### src/cache_seq_defines.svh
// timing and count constants for the cache bus sequencer
// assumes inclusion by bare name from the sequencer file
`ifndef CACHE_SEQ_DEFINES_SVH
`define CACHE_SEQ_DEFINES_SVH
`define BEAT_FIRST 2'h0
`define BEAT_STEP 2'h1
`define BEAT_PRELAST 2'h2
`define BEAT_LAST 2'h3
`endif

### src/cache_seq_pkg.sv
// carrier types and states for the cache bus sequencer
// assumes bus levels arrive already converted to active-high assertion
package cache_seq_pkg;
  typedef struct packed {
    logic ts;
    logic rd;
    logic write_through_attr;
    logic hit;
    logic victim_dirty;
    logic snoop_ts;
    logic snoop_rd;
    logic snoop_hit_dirty;
    logic aack_in;
    logic ta_in;
    logic processor_data_grant;
    logic processor_bus_request;
    logic cache_bus_grant;
  } bus_in_type;
  typedef struct packed {
    logic aack;
    logic ta;
    logic data_oe;
    logic artry;
    logic hit_claim;
    logic cache_bus_request;
    logic ts_out;
    logic castout_buffer_load;
    logic line_update;
    logic line_invalidate;
  } bus_out_type;
  typedef enum logic [2:0] {
    CB_IDLE, SN_RETRY, SN_ARTRY_WIN, SN_BR_WIN, SN_PROC, CB_WAIT, CB_ADDR, CB_DATA
  } cb_state_type;
endpackage

### src/lookaside_cache_bus_sequencer.sv
// bus-side transaction sequencer of a look-aside secondary cache
// assumes tag lookup results are valid in the cycle of each transfer start
`timescale 1ns/100ps
`include "cache_seq_defines.svh"
//////////////////////////////////////////////////////////////////////////////
// Operation
// - only one address may pipeline on top of a data transfer in progress.
// - acknowledge of a pipelined address waits for the earlier data tenure.
// - own tenure: address acknowledge coincides with the fourth transfer acknowledge.
// - memory tenure: address acknowledge one cycle after its fourth acknowledge.
// - write-through write hit and clean-line miss drive nothing on the bus.
// - write-through attribute sampled together with transfer start.
// - dirty-line miss raises cache bus request two clocks after transfer start.
// - victim moves into castout buffer while new line data is written.
// - castout runs after the processor transaction and never delays it.
// - dirty snoop hit: retry held through the cycle after address acknowledge.
// - dirty snoop hit: bus request rises together with retry.
// - processor bus request sampled in the single cycle after retry window.
// - no processor request there: sample bus grant from next cycle.
// - processor request there: drop bus request, ignore grant.
// - after processor write-back, update line on snoop read, invalidate on write.
// - unparked data grant gates the hit tenure, at best 3-1-1-1.
// - hit claim from cycle after start through cycle after address acknowledge.
// - data grant in the start cycle gives first acknowledge next cycle.
module lookaside_cache_bus_sequencer
  import cache_seq_pkg::*;
(
  // clock and reset
  input wire logic clk_sys,
  input wire logic rst_b,
  // mode
  input wire logic data_streaming_mode,
  // bus and lookup
  input wire bus_in_type bus_in,
  // bus drive and array strobes
  output bus_out_type bus_out
);
  //////////////////////////////////////////////////////////////////////////////
  logic slot_q, slot_hit_q, slot_dirty_q;
  logic dpend_q, dpend_rd_q;
  logic own_busy_q, own_rd_q;
  logic [1:0] beat_q, mbeat_q, cbeat_q, cob_cnt_q;
  logic mem_busy_q, mem_dirty_q, cob_full_q, dm_q, cob_pend_q, snoop_rd_q;
  logic aack_q, aack_d1_q, ta_q, data_oe_q, artry_q, claim_q, br_q, ts_out_q;
  logic cob_load_q, upd_q, inv_q;
  cb_state_type state_q, state_d;
  logic ts_take, claim_hit, hit_now, own_last, mem_last, path_free, start_now;
  logic own_busy_d, aack_d, proc_wb;

  function automatic logic last_beat(input logic [1:0] b);
    last_beat = (b == `BEAT_LAST);
  endfunction

  // refuse a start while an address or an unstarted hit is outstanding
  assign ts_take = bus_in.ts & ~slot_q & ~dpend_q;
  // write-through write hits stay silent, memory owns them
  assign claim_hit = bus_in.hit & ~(bus_in.write_through_attr & ~bus_in.rd);
  assign hit_now = (ts_take & claim_hit) | (slot_q & slot_hit_q);
  assign own_last = own_busy_q & ta_q & last_beat(beat_q);
  assign mem_last = mem_busy_q & bus_in.ta_in & last_beat(mbeat_q);
  // normal mode leaves a gap cycle; streaming chains on the fourth beat
  assign path_free = (~own_busy_q & ~mem_busy_q) |
    (data_streaming_mode & (own_last | mem_last));
  assign start_now = (dpend_q | (ts_take & claim_hit)) &
    bus_in.processor_data_grant & path_free;
  assign own_busy_d = start_now | (own_busy_q & ~own_last);
  assign aack_d = hit_now & ~aack_q & ((~own_busy_q & ~mem_busy_q) |
    (own_busy_q & ta_q & (beat_q == `BEAT_PRELAST)) | mem_last);
  assign proc_wb = bus_in.ts & ~bus_in.rd;

  //////////////////////////////////////////////////////////////////////////////
  // address slot
  always_ff @(posedge clk_sys or negedge rst_b) begin
    if (!rst_b) begin
      slot_q <= 1'b0;
      slot_hit_q <= 1'b0;
      slot_dirty_q <= 1'b0;
    end else if (ts_take) begin
      slot_q <= 1'b1;
      slot_hit_q <= claim_hit;
      slot_dirty_q <= bus_in.victim_dirty & ~bus_in.hit;
    end else if ((slot_hit_q & aack_q) | (~slot_hit_q & bus_in.aack_in)) begin
      slot_q <= 1'b0;
    end
  end

  // address acknowledge and hit claim
  always_ff @(posedge clk_sys or negedge rst_b) begin
    if (!rst_b) begin
      aack_q <= 1'b0;
      aack_d1_q <= 1'b0;
      claim_q <= 1'b0;
    end else begin
      aack_q <= aack_d;
      aack_d1_q <= aack_q;
      claim_q <= (ts_take & claim_hit) | (claim_q & ~aack_d1_q);
    end
  end

  //////////////////////////////////////////////////////////////////////////////
  // own data tenure
  always_ff @(posedge clk_sys or negedge rst_b) begin
    if (!rst_b) begin
      dpend_q <= 1'b0;
      dpend_rd_q <= 1'b0;
      own_busy_q <= 1'b0;
      own_rd_q <= 1'b0;
      beat_q <= `BEAT_FIRST;
      ta_q <= 1'b0;
    end else begin
      dpend_q <= (dpend_q | (ts_take & claim_hit)) & ~start_now;
      if (ts_take)
        dpend_rd_q <= bus_in.rd;
      if (start_now)
        own_rd_q <= dpend_q ? dpend_rd_q : bus_in.rd;
      own_busy_q <= own_busy_d;
      ta_q <= own_busy_d;
      if (start_now)
        beat_q <= `BEAT_FIRST;
      else if (own_busy_q)
        beat_q <= beat_q + `BEAT_STEP;
    end
  end

  // memory tenure and castout capture
  always_ff @(posedge clk_sys or negedge rst_b) begin
    if (!rst_b) begin
      mem_busy_q <= 1'b0;
      mem_dirty_q <= 1'b0;
      mbeat_q <= `BEAT_FIRST;
      cob_load_q <= 1'b0;
      cob_cnt_q <= `BEAT_FIRST;
      cob_full_q <= 1'b0;
    end else begin
      if (slot_q & ~slot_hit_q & bus_in.aack_in) begin
        mem_busy_q <= 1'b1;
        mem_dirty_q <= slot_dirty_q;
        mbeat_q <= `BEAT_FIRST;
      end else if (mem_last) begin
        mem_busy_q <= 1'b0;
      end else if (mem_busy_q & bus_in.ta_in) begin
        mbeat_q <= mbeat_q + `BEAT_STEP;
      end
      // victim beat moves to the buffer the cycle after each new beat goes in
      cob_load_q <= mem_busy_q & mem_dirty_q & bus_in.ta_in;
      if (cob_load_q)
        cob_cnt_q <= cob_cnt_q + `BEAT_STEP;
      if (cob_load_q & last_beat(cob_cnt_q))
        cob_full_q <= 1'b1;
      else if (state_q == CB_DATA && state_d == CB_IDLE)
        cob_full_q <= 1'b0;
    end
  end

  //////////////////////////////////////////////////////////////////////////////
  // copy-back and snoop sequencer
  always_ff @(posedge clk_sys or negedge rst_b) begin
    if (!rst_b) begin
      dm_q <= 1'b0;
      cob_pend_q <= 1'b0;
      snoop_rd_q <= 1'b0;
    end else begin
      dm_q <= ts_take & ~claim_hit & bus_in.victim_dirty & ~bus_in.hit;
      // hold the castout back until every victim beat sits in the buffer
      cob_pend_q <= (cob_pend_q | dm_q) & ~(state_q == CB_WAIT && state_d == CB_ADDR);
      if (bus_in.snoop_ts)
        snoop_rd_q <= bus_in.snoop_rd;
    end
  end

  always_comb begin
    state_d = state_q;
    unique case (state_q)
      CB_IDLE: begin
        if (bus_in.snoop_ts & bus_in.snoop_hit_dirty)
          state_d = SN_RETRY;
        else if (dm_q | cob_pend_q)
          state_d = CB_WAIT;
      end
      SN_RETRY: begin
        if (bus_in.aack_in)
          state_d = SN_ARTRY_WIN;
      end
      SN_ARTRY_WIN: state_d = SN_BR_WIN;
      SN_BR_WIN: begin
        state_d = bus_in.processor_bus_request ? SN_PROC : CB_WAIT;
      end
      SN_PROC: begin
        if (proc_wb)
          state_d = CB_IDLE;
      end
      CB_WAIT: begin
        // the castout waits for the whole miss so it never slows the processor
        if (bus_in.cache_bus_grant & ~mem_busy_q & (cob_full_q | ~cob_pend_q))
          state_d = CB_ADDR;
      end
      CB_ADDR: state_d = CB_DATA;
      CB_DATA: begin
        if (bus_in.ta_in & last_beat(cbeat_q))
          state_d = CB_IDLE;
      end
    endcase
  end

  always_ff @(posedge clk_sys or negedge rst_b) begin
    if (!rst_b) begin
      state_q <= CB_IDLE;
      cbeat_q <= `BEAT_FIRST;
      artry_q <= 1'b0;
      br_q <= 1'b0;
      ts_out_q <= 1'b0;
      data_oe_q <= 1'b0;
      upd_q <= 1'b0;
      inv_q <= 1'b0;
    end else begin
      state_q <= state_d;
      if (state_q != CB_DATA)
        cbeat_q <= `BEAT_FIRST;
      else if (bus_in.ta_in)
        cbeat_q <= cbeat_q + `BEAT_STEP;
      artry_q <= (state_d == SN_RETRY) | (state_d == SN_ARTRY_WIN);
      br_q <= (state_d == SN_RETRY) | (state_d == SN_ARTRY_WIN) |
        (state_d == SN_BR_WIN) | (state_d == CB_WAIT);
      ts_out_q <= (state_d == CB_ADDR);
      data_oe_q <= (own_busy_d & (start_now ? (dpend_q ? dpend_rd_q : bus_in.rd) : own_rd_q))
        | (state_d == CB_DATA);
      upd_q <= (state_q == SN_PROC) & proc_wb & snoop_rd_q;
      inv_q <= (state_q == SN_PROC) & proc_wb & ~snoop_rd_q;
    end
  end

  assign bus_out = '{aack: aack_q, ta: ta_q, data_oe: data_oe_q, artry: artry_q,
    hit_claim: claim_q, cache_bus_request: br_q, ts_out: ts_out_q,
    castout_buffer_load: cob_load_q, line_update: upd_q, line_invalidate: inv_q};
endmodule

### config.mk
export PLATFORM = sky130hd
export DESIGN_NAME = lookaside_cache_bus_sequencer
export DESIGN_NICKNAME = d
export VERILOG_FILES = /design/src/cache_seq_pkg.sv /design/src/lookaside_cache_bus_sequencer.sv
export VERILOG_INCLUDE_DIRS = /design/src
export SDC_FILE = /design/constraint.sdc
export NUM_CORES = 1
export LEC_CHECK = 0
export ABC_AREA = 1
export BUFFER_PORTS_ARGS = -buffer_cell sky130_fd_sc_hd__buf_2
export CORE_ASPECT_RATIO = 2
export CORE_MARGIN = 4
export CORE_UTILIZATION = 32
export CTS_CLUSTER_DIAMETER = 150
export DETAILED_ROUTE_END_ITERATION = 7
export HOLD_SLACK_MARGIN = 0.08
export SLEW_MARGIN = 20
export SYNTH_ARGS = -nofsm -noshare
export SYNTH_HDL_FRONTEND = slang
export SYNTH_SLANG_ARGS = --single-unit
### constraint.sdc
create_clock -name clk_sys -period 2.02 [get_ports clk_sys]
set_clock_uncertainty 0.1 [all_clocks]
set_input_delay 0 -clock clk_sys [delete_from_list [all_inputs] [get_ports clk_sys]]
set_output_delay 0 -clock clk_sys [all_outputs]
set_load 0.05 [all_outputs]
==> run_results.csv, run 1 <==
group,metric,value,unit
finish,regArea,851,sq um
sta,setup_ws,0.107,ns
floorplanning,die-height,109,um
detailed_routing,vias,1321,
worst_setup_path,cp_top_family,"buffers and inverters",
detailed_routing,drt_iter0_markers,12,
cts,cts.clk_slew.worst_paths,0.07,ns
floorplanning,die-width,58.7,um
cts,root_buffer,"clkbuf_8",
finish,drive_above_1_share,0.220,
worst_setup_path,start_kind,"primary input",
detailed_routing,drt-total-wl,3340,um
sta,period_share,0.947,
global_routing,grt_pass1_vias,1338,
global_routing,grt_start_max_net_pins,35,
yosys,netlist_instances,192,
sta,finalSetupViolCount,0,
global_routing,grt-ovfl-total,0,
detailed_routing,wl_per_cell,11.8,um
worst_setup_path,cp-end-kind,"register",
sta,slew_violations,0,
floorplanning,start_util,0.333,
worst_setup_path,worst-path-stages,11,
worst_setup_path,crit_slowest_cell,"dlygate4sd3_1",
worst_setup_path,cp.required,2.09,ns
yosys,yosysUniqueCellTypes,22,
global_routing,antenna_found_initial,0,
floorplanning,io_pins,26,
detailed_routing,drc_errors,0,
hold_path,hold_path_class,"primary input to register",
power_and_ir_drop,leakage,1.08,nW
cts,post_cts_buffers,0,
sta,worst_pin_slew,0.740,ns
worst_setup_path,cp_common_cell,"nand2_1",
floorplanning,dieArea,6430,sq um
worst_setup_path,cp_max_fo,5,
finish,post-route-util,0.401,
power_and_ir_drop,p_per_area,1440,nW/um^2
worst_setup_path,cp_slowest_stage_delay,0.57,ns
finish,fillers,523,
floorplanning,core_region_area,4950,sq um
cts,htree_levels,2,
yosys,yosys-top-cells-area,"dfrtp_1 (52%), nand2_1 (9.1%), inv_1 (5.9%), buf_4 (5.0%), nor2_1 (4.6%)",
cts,cts_tree,"built",
worst_setup_path,worstPathArrival,1.98,ns
placement,portBuffers,25,
detailed_routing,ant_nets,0,
worst_setup_path,reg2reg_depth,6,
cts,clk_path_buf_depth,2,
finish,area_growth,20.6,%
placement,gp_congestion,0.843,
worst_setup_path,r2r_slack,0.40,ns
detailed_routing,vias_per_cell,4.65,
placement,dpl.hpwl,2590,um
global_routing,grtUsageTotal,0.122,
yosys,synth_area,1650,sq um
placement,dp_slack,0.447,ns
sta,period_needed,1.91,ns
sta,relSlewSlack,0.507,
cts,worstSkewPairLatency,0.29,ns
worst_setup_path,crit_chain,"dlygate4sd3_1 > buf_2 > inv_2 > a21oi_1 > dlygate4sd3_1 > nand2_2 > nand2_1 > nand2_2 > nand2_1 > nand3_1 > nand2_1",
yosys,synth_nets,213,
finish,antenna_cells,0,
power_and_ir_drop,vdd_drop_max,0.831,mV
outcome,status,"complete, no violations",
yosys,syn_area_per_cell,8.58,sq um
yosys,synth_top_area_share,0.516,
sta,hold_viol,0,
worst_setup_path,reg2reg_to,"slot_dirty_q",
detailed_routing,dr.pass1.iters,4,
worst_setup_path,worstSetupPathType,"primary input to register",
finish,multiInputGateArea,602,sq um
worst_setup_path,r2r-start,"slot_q",
sta,finalSetupTns,0,ns
floorplanning,fp-row-count,36,
yosys,yosysTopAreaCell,"dfrtp_1",
cts,cts.sinks,34,
yosys,ys_warn_count,0,
yosys,synth-seq-area-share,0.516,
sta,fmax,0.523,GHz
global_routing,grt_first_pass_wirelength,5800,um
worst_setup_path,critPathLaunch,"bus_in[11]",
sta,holdWs,0.102,ns
finish,final_nets,247,
cts,cts_inserted_buffers,5,
worst_setup_path,critPathCapture,"data_oe_q",
worst_setup_path,path_buf_inv,4,
yosys,ys_ff_latch,34,
run,maxCapViolCount,0,
sta,rsz0062_at_grt,"no",
## how the worst min path moves through the flow
stage                    from    endpoint  cells after the start
floorplan               rst_b   aack_d1_q                      0
CTS                 bus_in[1]  state_q[0]                      4
global route        bus_in[1]  state_q[0]                      4
detailed placement      rst_b       inv_q                      1
global placement        rst_b       inv_q                      1
finish              bus_in[1]  state_q[0]                      4
## flip-flops by register name, indices dropped and copies added (netlist names), 2 cells and up
signal and flops:
state_q 3, cob_cnt_q 2, beat_q 2, mbeat_q 2
cbeat_q 2
## layout by cell type (no fill, tap or decap), drive strengths merged, types with 2 or more instances in the layout
cell / synthesis / layout
ha: 5 / 5
clkbuf: 0 / 6
inv: 30 / 30
nand3: 16 / 16
dfrtp: 34 / 34
dlygate4sd3: 0 / 13
nor2: 23 / 23
a21oi: 6 / 6
or2: 2 / 2
nand2: 43 / 43
o21ai: 10 / 10
nor3: 3 / 3
buf: 11 / 25
xnor2: 3 / 3
## power breakdown
group | total (mW) | internal (mW) | leakage [nW] | switching, mW
combinational | 1.18 | 0.402 | 0.604 | 0.783
sequential | 1.15 | 0.942 | 0.427 | 0.210
clock | 0.528 | 0.274 | 0.0472 | 0.254
total | 2.86 | 1.62 | 1.08 | 1.25
## synthesized netlist by cell type
cell type and n:
a211oi_1 1, a21oi_1 6, and2_1 1, buf_4 11, dfrtp_1 34, ha_1 5, inv_1 26, inv_2 4
mux2_2 1, nand2_1 40, nand2_2 3, nand3_1 13, nand3_2 3, nand3b_1 1, nand4_1 1, nor2_1 20
nor2_2 3, nor3_1 3, o21ai_0 10, or2_2 2, xnor2_1 3, xor2_1 1
## per-stage QoR
step	total power, mW	instance area, sq um	instances
4_1_cts	2.90	1990	284
5_1_grt	3.12	1990	284
2_1_floorplan	2.12	1650	192
6_report	2.86	1990	284
3_5_place_dp	2.33	1760	263
3_3_place_gp	2.31	1760	263
## tightest hold or removal path: cells and delay by family
family                 cells  cell delay [ns]
and+or+nand+nor            2             0.18
AOI/OAI and AO/OA          1             0.15
buffers and inverters      1             0.09
## cells by family after synthesis
kind of cell	count (synthesis)	synth area share
AND/OR/NAND/NOR	90	0.246
buffers and inverters	41	0.118
flip-flops	34	0.516
AO/OA/AOI/OAI	17	0.0532
adder cells (fa/ha/maj)	5	0.0380
XOR/XNOR	4	0.0213
multiplexers	1	0.00683
## layout make-up
cell class	instances	area share
Tap cell	57	0.0359
Inverter	30	0.0567
Timing Repair Buffer	38	0.128
Multi-Input combinational cell	117	0.303
Clock inverter	2	0.00630
Sequential cell	34	0.428
Clock buffer	6	0.0416
## metal layers
layer  global-route usage  wire length [um]
met2                0.218              1890
met1                0.117              1180
met5                    0                 0
met3               0.0341               121
met4               0.0794               150
## what timing repair did
action | 4_1_cts | 5_1_grt
hold endpoints to repair | 56 | 0
resized for setup | 0 | 1
endpoints found under the setup margin | 0 | 1
hold buffers | 13 | 0
No activity file was read; power rests on OpenSTA's default activity.
==> inputs of run 2 (changes only) <==
--- a/config.mk
+++ b/config.mk
@@ -14,6 +14,7 @@
 export CTS_CLUSTER_DIAMETER = 150
 export DETAILED_ROUTE_END_ITERATION = 7
 export HOLD_SLACK_MARGIN = 0.08
+export PLACE_DENSITY = 0.62
 export SLEW_MARGIN = 20
 export SYNTH_ARGS = -nofsm -noshare
 export SYNTH_HDL_FRONTEND = slang
==> run_results.csv, run 2 (synthesized netlist as in run 1, its figures left out) <==
group,metric,value,unit
cts,clk_path_buf_depth,2,
worst_setup_path,worstPathArrival,1.96,ns
finish,layout_common_cells,"nand2_1 (40), dfrtp_1 (34), inv_1 (25), buf_2 (25), nor2_1 (20)",
worst_setup_path,cp_max_fo,5,
finish,area_growth,24.1,%
floorplanning,die-height,109,um
detailed_routing,wl_met1,1210,um
detailed_routing,dr.pass1.iters,4,
sta,relSlewSlack,0.495,
detailed_routing,route.met3.wl,94,um
floorplanning,core_region_area,4950,sq um
cts,htree_levels,2,
detailed_routing,dr_wl_met2,2000,um
power_and_ir_drop,p_per_area,1510,nW/um^2
global_routing,antenna_found_initial,0,
cts,worstSkewPairLatency,0.28,ns
global_routing,grt_first_pass_wirelength,5820,um
sta,period_needed,1.89,ns
power_and_ir_drop,vdd_drop_max,0.585,mV
finish,largest_reg_flops,3,
outcome,status,"complete, no violations",
finish,regMostFlops,"state_q",
finish,final_nets,248,
placement,dpl.hpwl,2650,um
sta,period_share,0.935,
sta,worst_pin_slew,0.757,ns
sta,finalSetupTns,0,ns
global_routing,grt_start_max_net_pins,35,
power_and_ir_drop,p_int,1.87,mW
detailed_routing,drt-total-wl,3440,um
placement,gp_congestion,0.800,
worst_setup_path,worstSetupPathType,"primary input to register",
power_and_ir_drop,p_clk_frac,0.250,
detailed_routing,highest_layer,"met4",
sta,finalSetupViolCount,0,
detailed_routing,drt_iter0_markers,16,
finish,drive_above_1_share,0.219,
power_and_ir_drop,leakage,1.11,nW
detailed_routing,vias_per_cell,4.59,
power_and_ir_drop,power_switching,1.22,mW
cts,post_cts_buffers,0,
cts,cts.clk_slew.worst_paths,0.07,ns
hold_path,hold_path_class,"primary input to register",
worst_setup_path,critPathLaunch,"bus_in[11]",
global_routing,grtUsageTotal,0.120,
run,maxCapViolCount,0,
sta,slew_violations,0,
power_and_ir_drop,power.total,3.10,mW
detailed_routing,ant_nets,0,
floorplanning,die-width,58.7,um
cts,cts_inserted_buffers,5,
floorplanning,dieArea,6430,sq um
global_routing,grt_pass1_vias,1332,
power_and_ir_drop,combPwrFrac,0.375,
sta,rsz0062_at_grt,"no",
floorplanning,fp-row-count,36,
hold_path,min-delay-start,"bus_in[5]",
detailed_routing,vias,1308,
detailed_routing,drc_errors,0,
finish,post-route-util,0.413,
finish,antenna_cells,0,
cts,cts_tree,"built",
floorplanning,start_util,0.333,
floorplanning,io_pins,26,
worst_setup_path,r2r-start,"slot_q",
cts,cts.sinks,34,
cts,root_buffer,"clkbuf_8",
worst_setup_path,cp.required,2.09,ns
worst_setup_path,start_kind,"primary input",
global_routing,grt-ovfl-total,0,
sta,fmax,0.529,GHz
power_and_ir_drop,swShare,0.395,
worst_setup_path,cp-end-kind,"register",
detailed_routing,wl_per_cell,12.1,um
power_and_ir_drop,seqPwrFrac,0.375,
placement,portBuffers,25,
sta,hold_viol,0,
finish,layout_commonest_cell,"nand2_1",
[run 2: worst max-delay path, cell delays in order]
cell	delay (ns)
dlygate4sd3_1	0.55
buf_2	0.13
inv_2	0.09
a21oi_1	0.06
dlygate4sd3_1	0.57
nand2_2	0.10
nand2_1	0.10
nand2_2	0.13
nand2_1	0.07
nand3_1	0.09
nand2_1	0.06
[run 2: worst paths after layout]
| path | end | slack [ns] | depth (start not counted) |
|---|---|---|---|
| max | data_oe_q | 0.13 | 11 |
| min | state_q[0] | 0.12 | 5 |
| max reg2reg | slot_dirty_q | 0.40 | 6 |
| min reg2reg | claim_q | 0.31 | 1 |
| max in group asynchronous | state_q[1] | 1.12 | 2 |
| min in group asynchronous | inv_q | 0.22 | 2 |
[run 2: timing repair]
action	CTS	global route
hold endpoints to repair	56	0
hold buffers	14	0
resized for setup	0	1
endpoints found under the setup margin	0	2
[run 2: stage by stage]
stage	setup WS, ns	instances	instance area [sq um]	hold slack [ns]
final	0.131	285	2040	0.120
after global routing	0.0170	285	2040	0.158
after CTS	0.0718	285	2040	0.123
after detailed placement	0.502	263	1760	0.0247
after global placement	0.487	263	1760	0.0167
after floorplan	0.636	192	1650	-0.396
[run 2: power groups by stage]
stage                     clock (mW)  sequential, mW  combinational (mW)
after floorplan                    0            1.10                1.03
after global placement             0            1.17                1.13
after detailed placement           0            1.17                1.15
after CTS                      0.793            1.16                1.18
after global routing           0.817            1.20                1.33
final                          0.773            1.16                1.16
[run 2: layer usage]
layer	up-vias	GRT usage
li1	658	-
met2	21	0.225
met3	12	0.0188
met5	-	0
met1	617	0.118
met4	0	0.0729
[run 2: area by class of cell]
| cell class | count | area (sq um) |
|---|---|---|
| clock buffer | 6 | 82.6 |
| clock inverter | 2 | 60.1 |
| fill | 517 | 2910 |
| inverter | 30 | 113 |
| multi-input combinational | 117 | 602 |
| sequential | 34 | 851 |
| tap | 57 | 71.3 |
| timing repair buffer | 39 | 265 |
==> inputs of run 3 (changes only) <==
--- a/config.mk
+++ b/config.mk
@@ -10,11 +10,11 @@
 export BUFFER_PORTS_ARGS = -buffer_cell sky130_fd_sc_hd__buf_2
 export CORE_ASPECT_RATIO = 2
 export CORE_MARGIN = 4
-export CORE_UTILIZATION = 32
+export CORE_UTILIZATION = 49
 export CTS_CLUSTER_DIAMETER = 150
 export DETAILED_ROUTE_END_ITERATION = 7
 export HOLD_SLACK_MARGIN = 0.08
-export PLACE_DENSITY = 0.62
+export PLACE_DENSITY = 0.83
 export SLEW_MARGIN = 20
 export SYNTH_ARGS = -nofsm -noshare
 export SYNTH_HDL_FRONTEND = slang
==> run_results.csv, run 3 (synthesized netlist as in run 1, its figures left out) <==
group,metric,value,unit
outcome,status,"complete, no violations",
finish,layout_commonest_cell,"nand2_1",
global_routing,grtUsageTotal,0.162,
worst_setup_path,r2r_slack,0.20,ns
power_and_ir_drop,p_int,1.65,mW
global_routing,grt_pass1_vias,1330,
sta,relSlewSlack,0.520,
floorplanning,io_pins,26,
floorplanning,start_util,0.516,
detailed_routing,wl_per_cell,12.1,um
finish,fin_area,1990,sq um
worst_setup_path,cp_common_cell,"nand2_1",
sta,hold_viol,0,
floorplanning,dieArea,4410,sq um
detailed_routing,vias_per_cell,4.93,
worst_setup_path,cp_max_fo,5,
hold_path,hold_path_class,"primary input to register",
cts,cts.sinks,34,
floorplanning,die-height,90.0,um
sta,period_share,0.913,
detailed_routing,ant_nets,0,
power_and_ir_drop,leakage,1.09,nW
detailed_routing,dr.pass1.iters,4,
placement,portBuffers,25,
sta,finalSetupViolCount,0,
finish,drive_above_1_share,0.212,
cts,root_buffer,"clkbuf_8",
global_routing,grt_first_pass_wirelength,5580,um
placement,gp_congestion,0.827,
detailed_routing,vias,1291,
sta,finalSetupTns,0,ns
detailed_routing,drt-total-wl,3160,um
worst_setup_path,crit_chain,"dlygate4sd3_1 > buf_2 > inv_2 > a21oi_1 > dlygate4sd3_1 > nand2_2 > nand2_1 > nand2_2 > nand2_1 > nand3_1 > nand2_1",
sta,period_needed,1.84,ns
worst_setup_path,worstSetupPathType,"primary input to register",
cts,cts_inserted_buffers,5,
power_and_ir_drop,swShare,0.426,
cts,cts.clk_slew.worst_paths,0.07,ns
worst_setup_path,start_kind,"primary input",
finish,area_growth,20.8,%
detailed_routing,drt_iter0_markers,26,
finish,layout_common_cells,"nand2_1 (40), dfrtp_1 (34), inv_1 (25), buf_2 (25), nor2_1 (20)",
sta,slew_violations,0,
placement,dpl.hpwl,2290,um
cts,cts_tree,"built",
worst_setup_path,cp.required,2.10,ns
floorplanning,die-width,49.0,um
run,maxCapViolCount,0,
placement,placed_cell_area,1730,sq um
worst_setup_path,cp_slowest_stage_delay,0.56,ns
global_routing,grt-ovfl-total,0,
finish,largest_reg_flops,3,
cts,htree_levels,2,
power_and_ir_drop,p_per_area,1440,nW/um^2
finish,antenna_cells,0,
floorplanning,fp-row-count,29,
power_and_ir_drop,seqPwrFrac,0.404,
power_and_ir_drop,combPwrFrac,0.417,
worst_setup_path,cp-end-kind,"register",
sta,rsz0062_at_grt,"no",
finish,final_nets,251,
cts,worstSkewPairLatency,0.29,ns
power_and_ir_drop,power_switching,1.22,mW
worst_setup_path,worstPathArrival,1.92,ns
floorplanning,core_region_area,3190,sq um
global_routing,grt_start_max_net_pins,35,
detailed_routing,drc_errors,0,
cts,clk_path_buf_depth,2,
sta,worst_pin_slew,0.719,ns
finish,regMostFlops,"state_q",
worst_setup_path,crit_slowest_cell,"dlygate4sd3_1",
power_and_ir_drop,p_clk_frac,0.179,
sta,fmax,0.542,GHz
global_routing,antenna_found_initial,0,
power_and_ir_drop,vdd_drop_max,0.795,mV
## run 3: layer usage
| layer | part of all wire | track usage |
|---|---|---|
| met5 | 0 | 0 |
| met4 | 0.035 | 0.0854 |
| met3 | 0.055 | 0.0414 |
| met2 | 0.53 | 0.284 |
| met1 | 0.38 | 0.171 |
## run 3: worst max-delay path: cells and delay by family
family / cells / cell delay, ns
buf+inv: 4 / 1.29
simple gates: 6 / 0.56
compound gates: 1 / 0.06
## run 3: repair_timing
item	CTS	global route
resized for setup	0	1
endpoints found under the hold margin	59	0
buffers inserted	0	0
hold buffers	17	0
setup endpoints to repair	0	1
## run 3: per-stage QoR
stage | hold slack, ns | utilization | instances | setup slack (ns) | power [mW]
2_1_floorplan | -0.396 | - | 192 | 0.636 | 2.12
3_3_place_gp | 0.00286 | 0.542 | 237 | 0.528 | 2.28
3_5_place_dp | -0.00254 | 0.542 | 237 | 0.490 | 2.31
4_1_cts | 0.0926 | 0.623 | 262 | 0.123 | 2.89
5_1_grt | 0.128 | 0.623 | 262 | 0.0618 | 3.11
6_report | 0.108 | 0.623 | 262 | 0.176 | 2.87
## run 3: area by class of cell
type / count / area (sq um)
clock buffer: 7 / 86.3
clock inverter: 1 / 5.00
sequential: 34 / 851
inverter: 30 / 113
multi-input combinational: 117 / 602
fill: 297 / 1200
timing repair buffer: 42 / 295
tap: 31 / 38.8
## run 3: worst paths after layout
check                         endpoint  cells past startpoint  startpoint
max                          data_oe_q                     11  bus_in[11]
min                         state_q[2]                      6   bus_in[5]
max reg2reg                 state_q[0]                      6  state_q[0]
min reg2reg                    claim_q                      1   aack_d1_q
max in group asynchronous       aack_q                      2       rst_b
min in group asynchronous  mem_dirty_q                      2       rst_b
## run 3: power by group through the flow
| stage | registers, mW | logic, mW | clock network, mW |
|---|---|---|---|
| after global placement | 1.16 | 1.12 | 0 |
| after CTS | 1.16 | 1.20 | 0.525 |
| after global routing | 1.19 | 1.36 | 0.557 |
| after detailed placement | 1.17 | 1.14 | 0 |
| after floorplan | 1.10 | 1.03 | 0 |
| final | 1.16 | 1.20 | 0.515 |
